File: src/inc/wdpd_defs.vh
// Constants for the watchdog and power-down control block.
// Assumes inclusion by bare name from the design files.
`ifndef WDPD_DEFS_VH
`define WDPD_DEFS_VH

// Register addresses on the on-chip I/O port
`define WDPD_ADDR_MASTER 8'hf0
`define WDPD_ADDR_CMD 8'hf1
`define WDPD_ADDR_MISC 8'hf2

// Command register keys
`define WDPD_KEY_DISABLE 8'hb1
`define WDPD_KEY_HALT_MODE_FIELD 8'hdb
`define WDPD_KEY_CLEAR 8'h4e

// Master register fields
`define WDPD_BIT_EN 7
`define WDPD_PER_HI 6
`define WDPD_PER_LO 5
`define WDPD_HALT_MODE_FIELD_HI 4
`define WDPD_HALT_MODE_FIELD_LO 3

// Halt mode encodings
`define WDPD_HALT_MODE_FIELD_RUN 2'b11
`define WDPD_HALT_MODE_FIELD_FIRST_IDLE_MODE 2'b00
`define WDPD_HALT_MODE_FIELD_SECOND_IDLE_MODE 2'b01
`define WDPD_HALT_MODE_FIELD_STOP 2'b10

// Misc register fields and reset value
`define WDPD_BIT_RSTOUT_DIS 3
`define WDPD_BIT_CRC32 2
`define WDPD_BIT_CS1_EN 1
`define WDPD_BIT_CS0_EN 0
`define WDPD_MISC_RESET 8'h01

// Master reset value: enabled, longest period, run mode
`define WDPD_MASTER_RESET 8'hf8

// Pulse lengths in system clock cycles
`define WDPD_TIMEOUT_PULSE 5
`define WDPD_RSTOUT_CYCLES 16

// Period codes 0..2 drop this many top counter bits
`define WDPD_PER0_SHIFT 8
`define WDPD_PER1_SHIFT 6
`define WDPD_PER2_SHIFT 4

`endif

File: src/hw/wdpd_sync2.v
// Two flip-flop synchroniser for a single level.
// Assumes the input is asynchronous to i_core_clk.
`timescale 1ns/100ps
module wdpd_sync2 #(
	parameter RESET_VAL = 1'b0
)
(
	input wire i_core_clk, // System clock
	input wire i_rst, // Async reset, active high
	input wire i_async, // Raw level
	output wire o_sync // Synchronised level
);
	reg meta_q;
	reg sync_q;

	// Second stage only reads the first
	always @(posedge i_core_clk or posedge i_rst)
	begin
		if (i_rst)
		begin
			meta_q <= RESET_VAL;
			sync_q <= RESET_VAL;
		end
		else
		begin
			meta_q <= i_async;
			sync_q <= meta_q;
		end
	end

	assign o_sync = sync_q;
endmodule

File: src/hw/wdpd_top.v
// Watchdog, halt power-down and chip-select control on the on-chip I/O port.
// Assumes I/O strobes come from processor logic on i_core_clk; pins are synced.
`timescale 1ns/100ps
`include "wdpd_defs.vh"
module wdpd_top #(
	parameter CNT_W = 24, // Watchdog counter width
	parameter [1:0] CS_W = 2'd0 // Unused spare
)
(
	input wire i_core_clk, // System clock
	input wire i_rst, // Power-on reset, async, active high
	input wire i_io_wr, // I/O write strobe, one cycle
	input wire i_io_rd, // I/O read strobe, one cycle
	input wire [7:0] i_io_addr, // I/O address
	input wire [7:0] i_io_wdata, // I/O write data
	output reg [7:0] o_io_rdata, // I/O read data, registered
	input wire i_halt_t4, // Halt fetch reached T4 low, one cycle
	input wire i_nop_t4, // Restart NOP at T4 low, one cycle
	input wire i_int_ack, // Interrupt accepted at NOP T4
	input wire i_reset_n_pin, // Reset input pin, active low
	input wire i_nmi_n_pin, // NMI pin, active low
	input wire i_int_n_pin, // INT pin, active low
	input wire i_tout_to_reset, // Strap: timeout wired to reset
	input wire i_clk_from_gen, // Strap: system clock fed by generator
	input wire i_osc_in, // Oscillator input level
	input wire [15:12] i_addr_hi, // Upper address bits
	input wire [3:0] i_cs0_base, // First chip-select range start
	input wire [3:0] i_cs0_limit, // First chip-select range end
	input wire [3:0] i_cs1_base, // Second chip-select range start
	input wire [3:0] i_cs1_limit, // Second chip-select range end
	output reg o_timeout_output_n, // Watchdog timeout, active low
	output reg o_reset_out_n, // Reset drive out, active low
	output reg o_reset_out_oe, // Reset drive enable
	output reg o_generator_clock_output, // Divided clock output
	output reg o_osc_run, // Oscillator enable
	output reg o_cpu_clk_en, // CPU, parallel, serial clock gate
	output reg o_ctr_clk_en, // Counter unit clock gate
	output reg o_crc32_sel, // Serial channel A CRC select
	output reg o_chip_select_first_n, // First chip select, active low
	output reg o_chip_select_second_n // Second chip select, active low
);
	localparam [1:0] ST_RUN = 2'd0;
	localparam [1:0] ST_HALT = 2'd1;
	localparam [1:0] ST_STOPPED = 2'd2;
	localparam [1:0] ST_NOP = 2'd3;

	reg [7:0] master_q, misc_q;
	reg key_halt_q, disarm_q, rst_n_prev_q, div_q;
	reg [1:0] st_q, st_d;
	reg [CNT_W-1:0] cnt_q, limit;
	reg [2:0] pulse_q;
	reg [4:0] rst_cnt_q;
	wire rst_n_s, nmi_n_s, int_n_s, osc_s;
	wire wdt_en, wr_master, wr_cmd, wr_misc, wake, clocks_off, expire, tout_active;
	wire [1:0] halt_mode;

	// Range decode on top nibble, no strobes
	function cs_hit;
		input [3:0] a;
		input [3:0] lo;
		input [3:0] hi;
		begin
			cs_hit = (a >= lo) && (a <= hi);
		end
	endfunction

	// Pin synchronisers
	wdpd_sync2 #(.RESET_VAL(1'b1)) u_rst (.i_core_clk(i_core_clk), .i_rst(i_rst),
		.i_async(i_reset_n_pin), .o_sync(rst_n_s));
	wdpd_sync2 #(.RESET_VAL(1'b1)) u_nmi (.i_core_clk(i_core_clk), .i_rst(i_rst),
		.i_async(i_nmi_n_pin), .o_sync(nmi_n_s));
	wdpd_sync2 #(.RESET_VAL(1'b1)) u_int (.i_core_clk(i_core_clk), .i_rst(i_rst),
		.i_async(i_int_n_pin), .o_sync(int_n_s));
	wdpd_sync2 #(.RESET_VAL(1'b0)) u_osc (.i_core_clk(i_core_clk), .i_rst(i_rst),
		.i_async(i_osc_in), .o_sync(osc_s));

	// Register decode
	assign wr_master = i_io_wr && (i_io_addr == `WDPD_ADDR_MASTER);
	assign wr_cmd = i_io_wr && (i_io_addr == `WDPD_ADDR_CMD);
	assign wr_misc = i_io_wr && (i_io_addr == `WDPD_ADDR_MISC);
	assign wdt_en = master_q[`WDPD_BIT_EN];
	assign halt_mode = master_q[`WDPD_HALT_MODE_FIELD_HI:`WDPD_HALT_MODE_FIELD_LO];
	assign wake = ~rst_n_s | ~nmi_n_s | ~int_n_s;

	// Master register with double keys
	always @(posedge i_core_clk or posedge i_rst)
	begin
		if (i_rst)
		begin
			master_q <= `WDPD_MASTER_RESET;
			key_halt_q <= 1'b0;
			disarm_q <= 1'b0;
		end
		else
		begin
			if (wr_master)
			begin
				// Period always writable; enable only sets here
				master_q[`WDPD_PER_HI:`WDPD_PER_LO] <=
					i_io_wdata[`WDPD_PER_HI:`WDPD_PER_LO];
				if (i_io_wdata[`WDPD_BIT_EN])
					master_q[`WDPD_BIT_EN] <= 1'b1;
				if (key_halt_q)
					master_q[`WDPD_HALT_MODE_FIELD_HI:`WDPD_HALT_MODE_FIELD_LO] <=
						i_io_wdata[`WDPD_HALT_MODE_FIELD_HI:`WDPD_HALT_MODE_FIELD_LO];
				master_q[2:0] <= 3'h0;
				key_halt_q <= 1'b0;
				disarm_q <= ~i_io_wdata[`WDPD_BIT_EN];
			end
			else if (wr_cmd)
			begin
				key_halt_q <= (i_io_wdata == `WDPD_KEY_HALT_MODE_FIELD);
				disarm_q <= 1'b0;
			end
			// Pending disable: enable bit clear was requested by last master write
			if (wr_cmd && (i_io_wdata == `WDPD_KEY_DISABLE) && disarm_q)
				master_q[`WDPD_BIT_EN] <= 1'b0;
		end
	end

	// Misc control register
	always @(posedge i_core_clk or posedge i_rst)
	begin
		if (i_rst)
			misc_q <= `WDPD_MISC_RESET;
		else if (wr_misc)
			misc_q <= {4'h0, i_io_wdata[3:0]};
	end

	// Halt state machine
	always @*
	begin
		st_d = st_q;
		case (st_q)
			ST_RUN:
				if (i_halt_t4)
					st_d = ST_HALT;
			ST_HALT:
				if (!rst_n_s)
					st_d = ST_RUN;
				else if (halt_mode != `WDPD_HALT_MODE_FIELD_RUN && i_clk_from_gen)
					st_d = ST_STOPPED;
				else if (i_int_ack)
					st_d = ST_RUN;
			ST_STOPPED:
				if (!rst_n_s)
					st_d = ST_RUN;
				else if (wake)
					st_d = ST_NOP;
			ST_NOP:
				if (!rst_n_s)
					st_d = ST_RUN;
				else if (i_nop_t4)
					st_d = i_int_ack ? ST_RUN : ST_STOPPED;
			default:
				st_d = ST_RUN;
		endcase
	end

	always @(posedge i_core_clk or posedge i_rst)
	begin
		if (i_rst)
			st_q <= ST_RUN;
		else
			st_q <= st_d;
	end

	assign clocks_off = (st_q == ST_STOPPED);

	// Clock gates per mode
	always @(posedge i_core_clk or posedge i_rst)
	begin
		if (i_rst)
		begin
			o_cpu_clk_en <= 1'b1;
			o_ctr_clk_en <= 1'b1;
			o_osc_run <= 1'b1;
		end
		else
		begin
			o_cpu_clk_en <= ~(st_d == ST_STOPPED);
			o_ctr_clk_en <= ~(st_d == ST_STOPPED && halt_mode != `WDPD_HALT_MODE_FIELD_SECOND_IDLE_MODE);
			o_osc_run <= ~(st_d == ST_STOPPED && halt_mode == `WDPD_HALT_MODE_FIELD_STOP);
		end
	end

	// Divide-by-two generator, held low when its output must stop
	always @(posedge i_core_clk or posedge i_rst)
	begin
		if (i_rst)
		begin
			div_q <= 1'b0;
			o_generator_clock_output <= 1'b0;
		end
		else
		begin
			div_q <= osc_s;
			if (clocks_off && halt_mode != `WDPD_HALT_MODE_FIELD_SECOND_IDLE_MODE)
				o_generator_clock_output <= 1'b0;
			else if (osc_s && !div_q)
				o_generator_clock_output <= ~o_generator_clock_output;
		end
	end

	// Period select, longer codes give longer timeouts
	always @*
	begin
		case (master_q[`WDPD_PER_HI:`WDPD_PER_LO])
			2'b00: limit = {CNT_W{1'b1}} >> `WDPD_PER0_SHIFT;
			2'b01: limit = {CNT_W{1'b1}} >> `WDPD_PER1_SHIFT;
			2'b10: limit = {CNT_W{1'b1}} >> `WDPD_PER2_SHIFT;
			default: limit = {CNT_W{1'b1}};
		endcase
	end

	assign expire = wdt_en && (cnt_q == limit);
	assign tout_active = (pulse_q != 3'd0);

	// Watchdog counter and timeout output
	always @(posedge i_core_clk or posedge i_rst)
	begin
		if (i_rst)
		begin
			cnt_q <= {CNT_W{1'b0}};
			pulse_q <= 3'd0;
			o_timeout_output_n <= 1'b1;
		end
		else
		begin
			if (wr_cmd && i_io_wdata == `WDPD_KEY_CLEAR && !(expire && !clocks_off)) // Set wins
			begin
				cnt_q <= {CNT_W{1'b0}};
				pulse_q <= 3'd0;
				o_timeout_output_n <= 1'b1;
			end
			else if (!wdt_en)
				cnt_q <= {CNT_W{1'b0}};
			else if (!clocks_off)
			begin
				if (expire)
				begin
					cnt_q <= {CNT_W{1'b0}};
					o_timeout_output_n <= 1'b0;
					pulse_q <= 3'd`WDPD_TIMEOUT_PULSE;
				end
				else
					cnt_q <= cnt_q + {{(CNT_W-1){1'b0}}, 1'b1};
				if (!expire && tout_active && i_tout_to_reset)
				begin
					pulse_q <= pulse_q - 3'd1;
					if (pulse_q == 3'd1)
						o_timeout_output_n <= 1'b1;
				end
			end
			// Without reset wiring the level holds until clear
		end
	end

	// Reset output drive after reset ends a halt
	always @(posedge i_core_clk or posedge i_rst)
	begin
		if (i_rst)
		begin
			rst_n_prev_q <= 1'b1;
			rst_cnt_q <= 5'd0;
			o_reset_out_n <= 1'b1;
			o_reset_out_oe <= 1'b0;
		end
		else
		begin
			rst_n_prev_q <= rst_n_s;
			if (rst_n_prev_q && !rst_n_s && st_q != ST_RUN
				&& !misc_q[`WDPD_BIT_RSTOUT_DIS])
				rst_cnt_q <= 5'd`WDPD_RSTOUT_CYCLES;
			else if (rst_cnt_q != 5'd0)
				rst_cnt_q <= rst_cnt_q - 5'd1;
			o_reset_out_n <= ~(rst_cnt_q != 5'd0);
			o_reset_out_oe <= (rst_cnt_q != 5'd0);
		end
	end

	// Chip selects and CRC select
	always @(posedge i_core_clk or posedge i_rst)
	begin
		if (i_rst)
		begin
			o_chip_select_first_n <= 1'b1;
			o_chip_select_second_n <= 1'b1;
			o_crc32_sel <= 1'b0;
		end
		else
		begin
			o_crc32_sel <= misc_q[`WDPD_BIT_CRC32];
			o_chip_select_first_n <= ~(misc_q[`WDPD_BIT_CS0_EN]
				&& cs_hit(i_addr_hi, i_cs0_base, i_cs0_limit));
			o_chip_select_second_n <= ~(misc_q[`WDPD_BIT_CS1_EN]
				&& cs_hit(i_addr_hi, i_cs1_base, i_cs1_limit));
		end
	end

	// Read data
	always @(posedge i_core_clk or posedge i_rst)
	begin
		if (i_rst)
			o_io_rdata <= 8'h00;
		else if (i_io_rd)
		begin
			case (i_io_addr)
				`WDPD_ADDR_MASTER: o_io_rdata <= master_q;
				`WDPD_ADDR_MISC: o_io_rdata <= misc_q;
				default: o_io_rdata <= 8'h00;
			endcase
		end
	end
endmodule

File: config.mk
export PLATFORM = sky130hd
export DESIGN_NAME = wdpd_top
export DESIGN_NICKNAME = d
export VERILOG_FILES = /design/src/hw/wdpd_sync2.v /design/src/hw/wdpd_top.v
export VERILOG_INCLUDE_DIRS = /design/src /design/src/inc
export SDC_FILE = /design/constraint.sdc
export NUM_CORES = 1
export LEC_CHECK = 0
export BUFFER_PORTS_ARGS = -buffer_cell sky130_fd_sc_hd__buf_4
export CAP_MARGIN = 0
export CORE_MARGIN = 4
export CORE_UTILIZATION = 58
export CTS_BUF_LIST = sky130_fd_sc_hd__clkbuf_8
export CTS_CLUSTER_SIZE = 16
export DETAILED_ROUTE_END_ITERATION = 6
export GPL_ROUTABILITY_DRIVEN = 1
export PLACE_DENSITY = 0.82
export RECOVER_POWER = 100
export REMOVE_ABC_BUFFERS = 1
export SETUP_SLACK_MARGIN = 0.2
export SLEW_MARGIN = 15
export SYNTH_ARGS = -nofsm -noshare
export SYNTH_HDL_FRONTEND = slang
export SYNTH_HIERARCHICAL = 1
export SYNTH_SLANG_ARGS = --single-unit
File: constraint.sdc
create_clock -name i_core_clk -period 2.4 [get_ports i_core_clk]
set_input_delay 0.48 -clock i_core_clk [delete_from_list [all_inputs] [get_ports i_core_clk]]
set_output_delay 0.48 -clock i_core_clk [all_outputs]
set_load 0.01 [all_outputs]
==> results list <==
- Synthesized area per cell: 10.30 um2
- At the pin with the least slew margin, the transition time is 0.9675 ns.
- Design internal power: 0.002092 W
- Clock latency on the worst-skew pair, taken at its later pin, is 0.35 ns.
* Number of global-route vias before repair: 3202
* Worst-path fanout max: 20
- The worst setup path is launched from a flip-flop.
- The number of antenna diodes in the final layout is 0.
- Switching portion of total power: 0.2641
* Max Buffers Root-to-Sink: 2
- Max frequency: 471.3 MHz
* Placed wire-length estimate after detailed placement: 6.456 mm
- Areal power density over the cells: 612.5 nW/um2
- Die outline area: 8088 um2
* Hold violation total from the final report: 0
- Setup violations remaining at the end of the flow were counted as 0.
- VDD sags by at most 507.8 uV.
* Total routed wire length on the met1 layer: 3.795 mm
- In the synthesized netlist, the number of instances is 378.
- In this run, synthesis inferred 0 flip-flops with an integrated enable.
* Count of standard-cell rows: 29
- The die is 89.94 um wide.
* GRT Total Usage: 0.2276
* Type of the most critical hold path: in -> reg
* Seq pwr share: 0.495
- Number of buffers inserted during clock tree synthesis: 9
- The first detailed-routing pass took 4 iterations.
* Count of max-cap constraint violations: 0
- In this run the static leakage power is 2.024 nW.
- Amount of wire on met3 after detailed routing: 505 um
- In the routed design, unresolved DRC markers number 0.
* Final Max Tran Viols: 0
- Entering global routing, the biggest net connects 42 pins.
* Category of the worst setup path capture point: flip-flop
- Relative to the synthesized area, the layout overhead comes to 19.18%.
- Register area share after synthesis: 0.4756
- Input/output buffers: 66
- The share of total power dissipated in combinational logic is 0.164.
- The highest layer touched by signal routing is met4.
- In this run the tightest slew margin relative to its limit is 0.3543.
- Critical Path AT: 2.36 ns
* Fraction of synthesized cell area taken by the top area cell type: 0.3406
* Share of cells above drive strength 1: 0.2213
* CTS tree: yes
- After clock tree synthesis, the clock-pin slew on the worst setup and hold paths is 0.07 ns.
- Post-route ant nets: 0
- The first global-routing pass estimated 14.91 mm of wire.
- Setup Skew: 0.007478 ns
* Synth async-reset ratio: 1.000
* Placeable core area: 6422 um2
* Cells taking the most area after synthesis: sky130_fd_sc_hd__dfrtp_1 (34%), sky130_fd_sc_hd__dfstp_2 (13%), sky130_fd_sc_hd__ha_1 (7.1%), sky130_fd_sc_hd__nand2_1 (3.4%), sky130_fd_sc_hd__a21oi_1 (3.0%)
- CTS built an H-tree with a depth of 3.
- At the end of the flow the core is filled with cells to 0.7226.
* Total Routed Length: 8.665 mm
* Setup repair after global routing missed its margin: no
- Routability-driven placement finished with a final weighted congestion of 0.8533.
- The synthesized design spends more area on one cell type than any other, namely sky130_fd_sc_hd__dfrtp_1.
- Total congestion overflow after global routing: 0
* Top-Level Pins: 67
- The layout has 464 filler cells.
* Root Buffer: sky130_fd_sc_hd__clkbuf_8
- For this run, the leading register cell type out of synthesis is sky130_fd_sc_hd__dfrtp_1.
- Initial detailed-routing violation count: 191
- Result of the run: complete, no violations
- For this configuration, the core starts out at a cell density of 0.6063.
- Initial antenna violation count: 0
- Final Net Count: 527
- For this design the total switching power over the nets is 0.0007507 W.
- The share of total power dissipated in the clock network is 0.341.
- Counting every sink on the clock net gives 73.
* Met2 wire length: 4.193 mm
- Fin crit share: 0.8841
* Reg2reg setup slack: 0.28 ns
* Height of the die: 89.94 um
- Post-synth design cell area: 3894 um2
* Routed via count divided by cell count: 5.844
- The number of different library cells used by synthesis comes to 59.
- Total Negative Setup Slacks: 0 ns
- Total number of yosys warnings: 6
- Type of the setup path with the least slack: reg -> reg
* Crit path time final: 2.122 ns
- Crit path required time: 2.64 ns
* Register bit total from synthesis: 73
* Post-DR wirelength/cell: 16.11 um
- Across all layers, the routed design uses 3144 vias.
[synth_stat cells (2+ instances only)]
cell,n
sky130_fd_sc_hd__a21oi_1,23
sky130_fd_sc_hd__nand2_1,35
sky130_fd_sc_hd__nand3_1,15
sky130_fd_sc_hd__and4b_1,2
sky130_fd_sc_hd__nor4b_1,3
sky130_fd_sc_hd__and2_1,4
sky130_fd_sc_hd__buf_6,2
sky130_fd_sc_hd__nand4bb_1,2
sky130_fd_sc_hd__dfrtp_1,53
sky130_fd_sc_hd__nor3_2,2
sky130_fd_sc_hd__nor3_1,3
sky130_fd_sc_hd__o2bb2ai_1,3
sky130_fd_sc_hd__o21bai_1,2
sky130_fd_sc_hd__nand2b_1,6
sky130_fd_sc_hd__mux2_2,9
sky130_fd_sc_hd__and4_1,5
sky130_fd_sc_hd__a21oi_2,4
sky130_fd_sc_hd__a31oi_1,2
sky130_fd_sc_hd__ha_1,22
sky130_fd_sc_hd__o21ai_0,18
sky130_fd_sc_hd__nand4_1,8
sky130_fd_sc_hd__dfstp_2,20
sky130_fd_sc_hd__a211oi_1,2
sky130_fd_sc_hd__o221ai_1,2
sky130_fd_sc_hd__a21o_1,3
sky130_fd_sc_hd__nor2_1,13
sky130_fd_sc_hd__or4_1,10
sky130_fd_sc_hd__a22o_1,5
sky130_fd_sc_hd__a21boi_0,4
sky130_fd_sc_hd__buf_2,2
sky130_fd_sc_hd__nand3b_1,2
sky130_fd_sc_hd__nor4_1,4
sky130_fd_sc_hd__xnor2_1,6
sky130_fd_sc_hd__inv_1,29
sky130_fd_sc_hd__nor2b_1,9
sky130_fd_sc_hd__or3_1,12
sky130_fd_sc_hd__o31ai_1,10
[critical path: stages, from the launching register on]
cell,delay [ns]
sky130_fd_sc_hd__dfstp_1,0.67
sky130_fd_sc_hd__and4_1,0.24
sky130_fd_sc_hd__a21oi_1,0.06
sky130_fd_sc_hd__or4b_4,0.58
sky130_fd_sc_hd__o211ai_2,0.20
sky130_fd_sc_hd__buf_12,0.19
sky130_fd_sc_hd__nor2_1,0.07
[routing by layer]
| layer | vias to the layer above | global-route usage |
|---|---|---|
| li1 | 1534 | - |
| met1 | 1496 | 0.2884 |
| met2 | 98 | 0.3797 |
| met3 | 16 | 0.05760 |
| met4 | 0 | 0.08163 |
| met5 | - | 0 |
[placed cells by master, fill, tap and decap left out, types with 4 or more instances in the layout]
cell type / instances
sky130_fd_sc_hd__a21boi_0: 4
sky130_fd_sc_hd__a21oi_1: 25
sky130_fd_sc_hd__a22o_1: 5
sky130_fd_sc_hd__and2_1: 4
sky130_fd_sc_hd__and4_1: 5
sky130_fd_sc_hd__buf_4: 45
sky130_fd_sc_hd__clkbuf_1: 19
sky130_fd_sc_hd__clkbuf_4: 6
sky130_fd_sc_hd__clkbuf_8: 11
sky130_fd_sc_hd__dfrtp_1: 53
sky130_fd_sc_hd__dfstp_1: 4
sky130_fd_sc_hd__dfstp_2: 16
sky130_fd_sc_hd__ha_1: 22
sky130_fd_sc_hd__inv_1: 32
sky130_fd_sc_hd__mux2_2: 9
sky130_fd_sc_hd__nand2_1: 35
sky130_fd_sc_hd__nand2b_1: 6
sky130_fd_sc_hd__nand3_1: 15
sky130_fd_sc_hd__nand4_1: 8
sky130_fd_sc_hd__nor2_1: 14
sky130_fd_sc_hd__nor2b_1: 9
sky130_fd_sc_hd__nor4_1: 4
sky130_fd_sc_hd__o21ai_0: 18
sky130_fd_sc_hd__o31ai_1: 10
sky130_fd_sc_hd__or3_1: 12
sky130_fd_sc_hd__or4_1: 10
sky130_fd_sc_hd__xnor2_1: 6
[worst paths after layout]
kind                            cells after the start                    start                               end
worst max-delay path                                6  master_q[6]$_DFFE_PP1P_              cnt_q[2]$_DFFE_PP0P_
worst min-delay path                                1            i_reset_n_pin            u_rst/meta_q$_DFF_PP1_
worst max register to register                      6  master_q[6]$_DFFE_PP1P_              cnt_q[2]$_DFFE_PP0P_
worst min register to register                      0   u_int/meta_q$_DFF_PP1_            u_int/o_sync$_DFF_PP1_
max in group asynchronous                           4                    i_rst  o_chip_select_second_n$_DFF_PP1_
min in group asynchronous                           3                    i_rst            u_osc/o_sync$_DFF_PP0_
[per-stage QoR]
stage / power, W / hold WS, ns / instance area [um2] / std cells / worst slack [ns]
after floorplan: 0.001717 / 0.2212 / 3850 / 372 / 0.2623
after global placement: 0.001888 / 0.3435 / 4512 / 521 / 0.2327
after detailed placement: 0.001915 / 0.3491 / 4512 / 521 / 0.1653
after CTS: 0.002883 / 0.2235 / 4722 / 538 / 0.3769
after global routing: 0.003012 / 0.2170 / 4641 / 538 / 0.1956
final: 0.002843 / 0.2357 / 4641 / 538 / 0.2781
[area by class of cell]
cell class	count	area (um2)	area share
multi-input cells	269	1876	0.4042
flip-flops and latches	73	1852	0.3990
repair buffers	73	504.2	0.1087
clock buffers	11	151.4	0.03262
inverters	30	112.6	0.02427
well taps	77	96.34	0.02076
clock inverters	5	48.80	0.01051
[timing repair]
| action | 4_1_cts | 5_1_grt |
|---|---|---|
| endpoints found under the hold margin | 2 | 0 |
| setup buffers | 0 | 0 |
| hold buffers | 1 | 0 |
| resized for setup | 0 | 0 |
[registers in the layout, indices dropped and copies added, names as in the netlist, 2 cells and up]
signal / count
cnt_q: 24
o_io_rdata: 8
master_q: 5
rst_cnt_q: 5
misc_q: 4
pulse_q: 3
st_q: 2
[power groups by stage]
stage          logic [W]  registers, W  clock network (W)
3_5_place_dp    0.000485       0.00143                  0
6_report        0.000467       0.00141           0.000968
5_1_grt         0.000535       0.00142            0.00105
2_1_floorplan   0.000295       0.00142                  0
3_3_place_gp    0.000465       0.00142                  0
4_1_cts         0.000491       0.00141           0.000984
[kinds of logic after synthesis]
family,share of synthesized area
flip-flops,0.4756
buffers and inverters,0.04016
adder cells (fa/ha/maj),0.07069
XOR/XNOR,0.01575
AND/OR/NAND/NOR,0.2262
multiplexers,0.02860
AO/OA/AOI/OAI,0.1430
(Power assumes the default switching activity.)
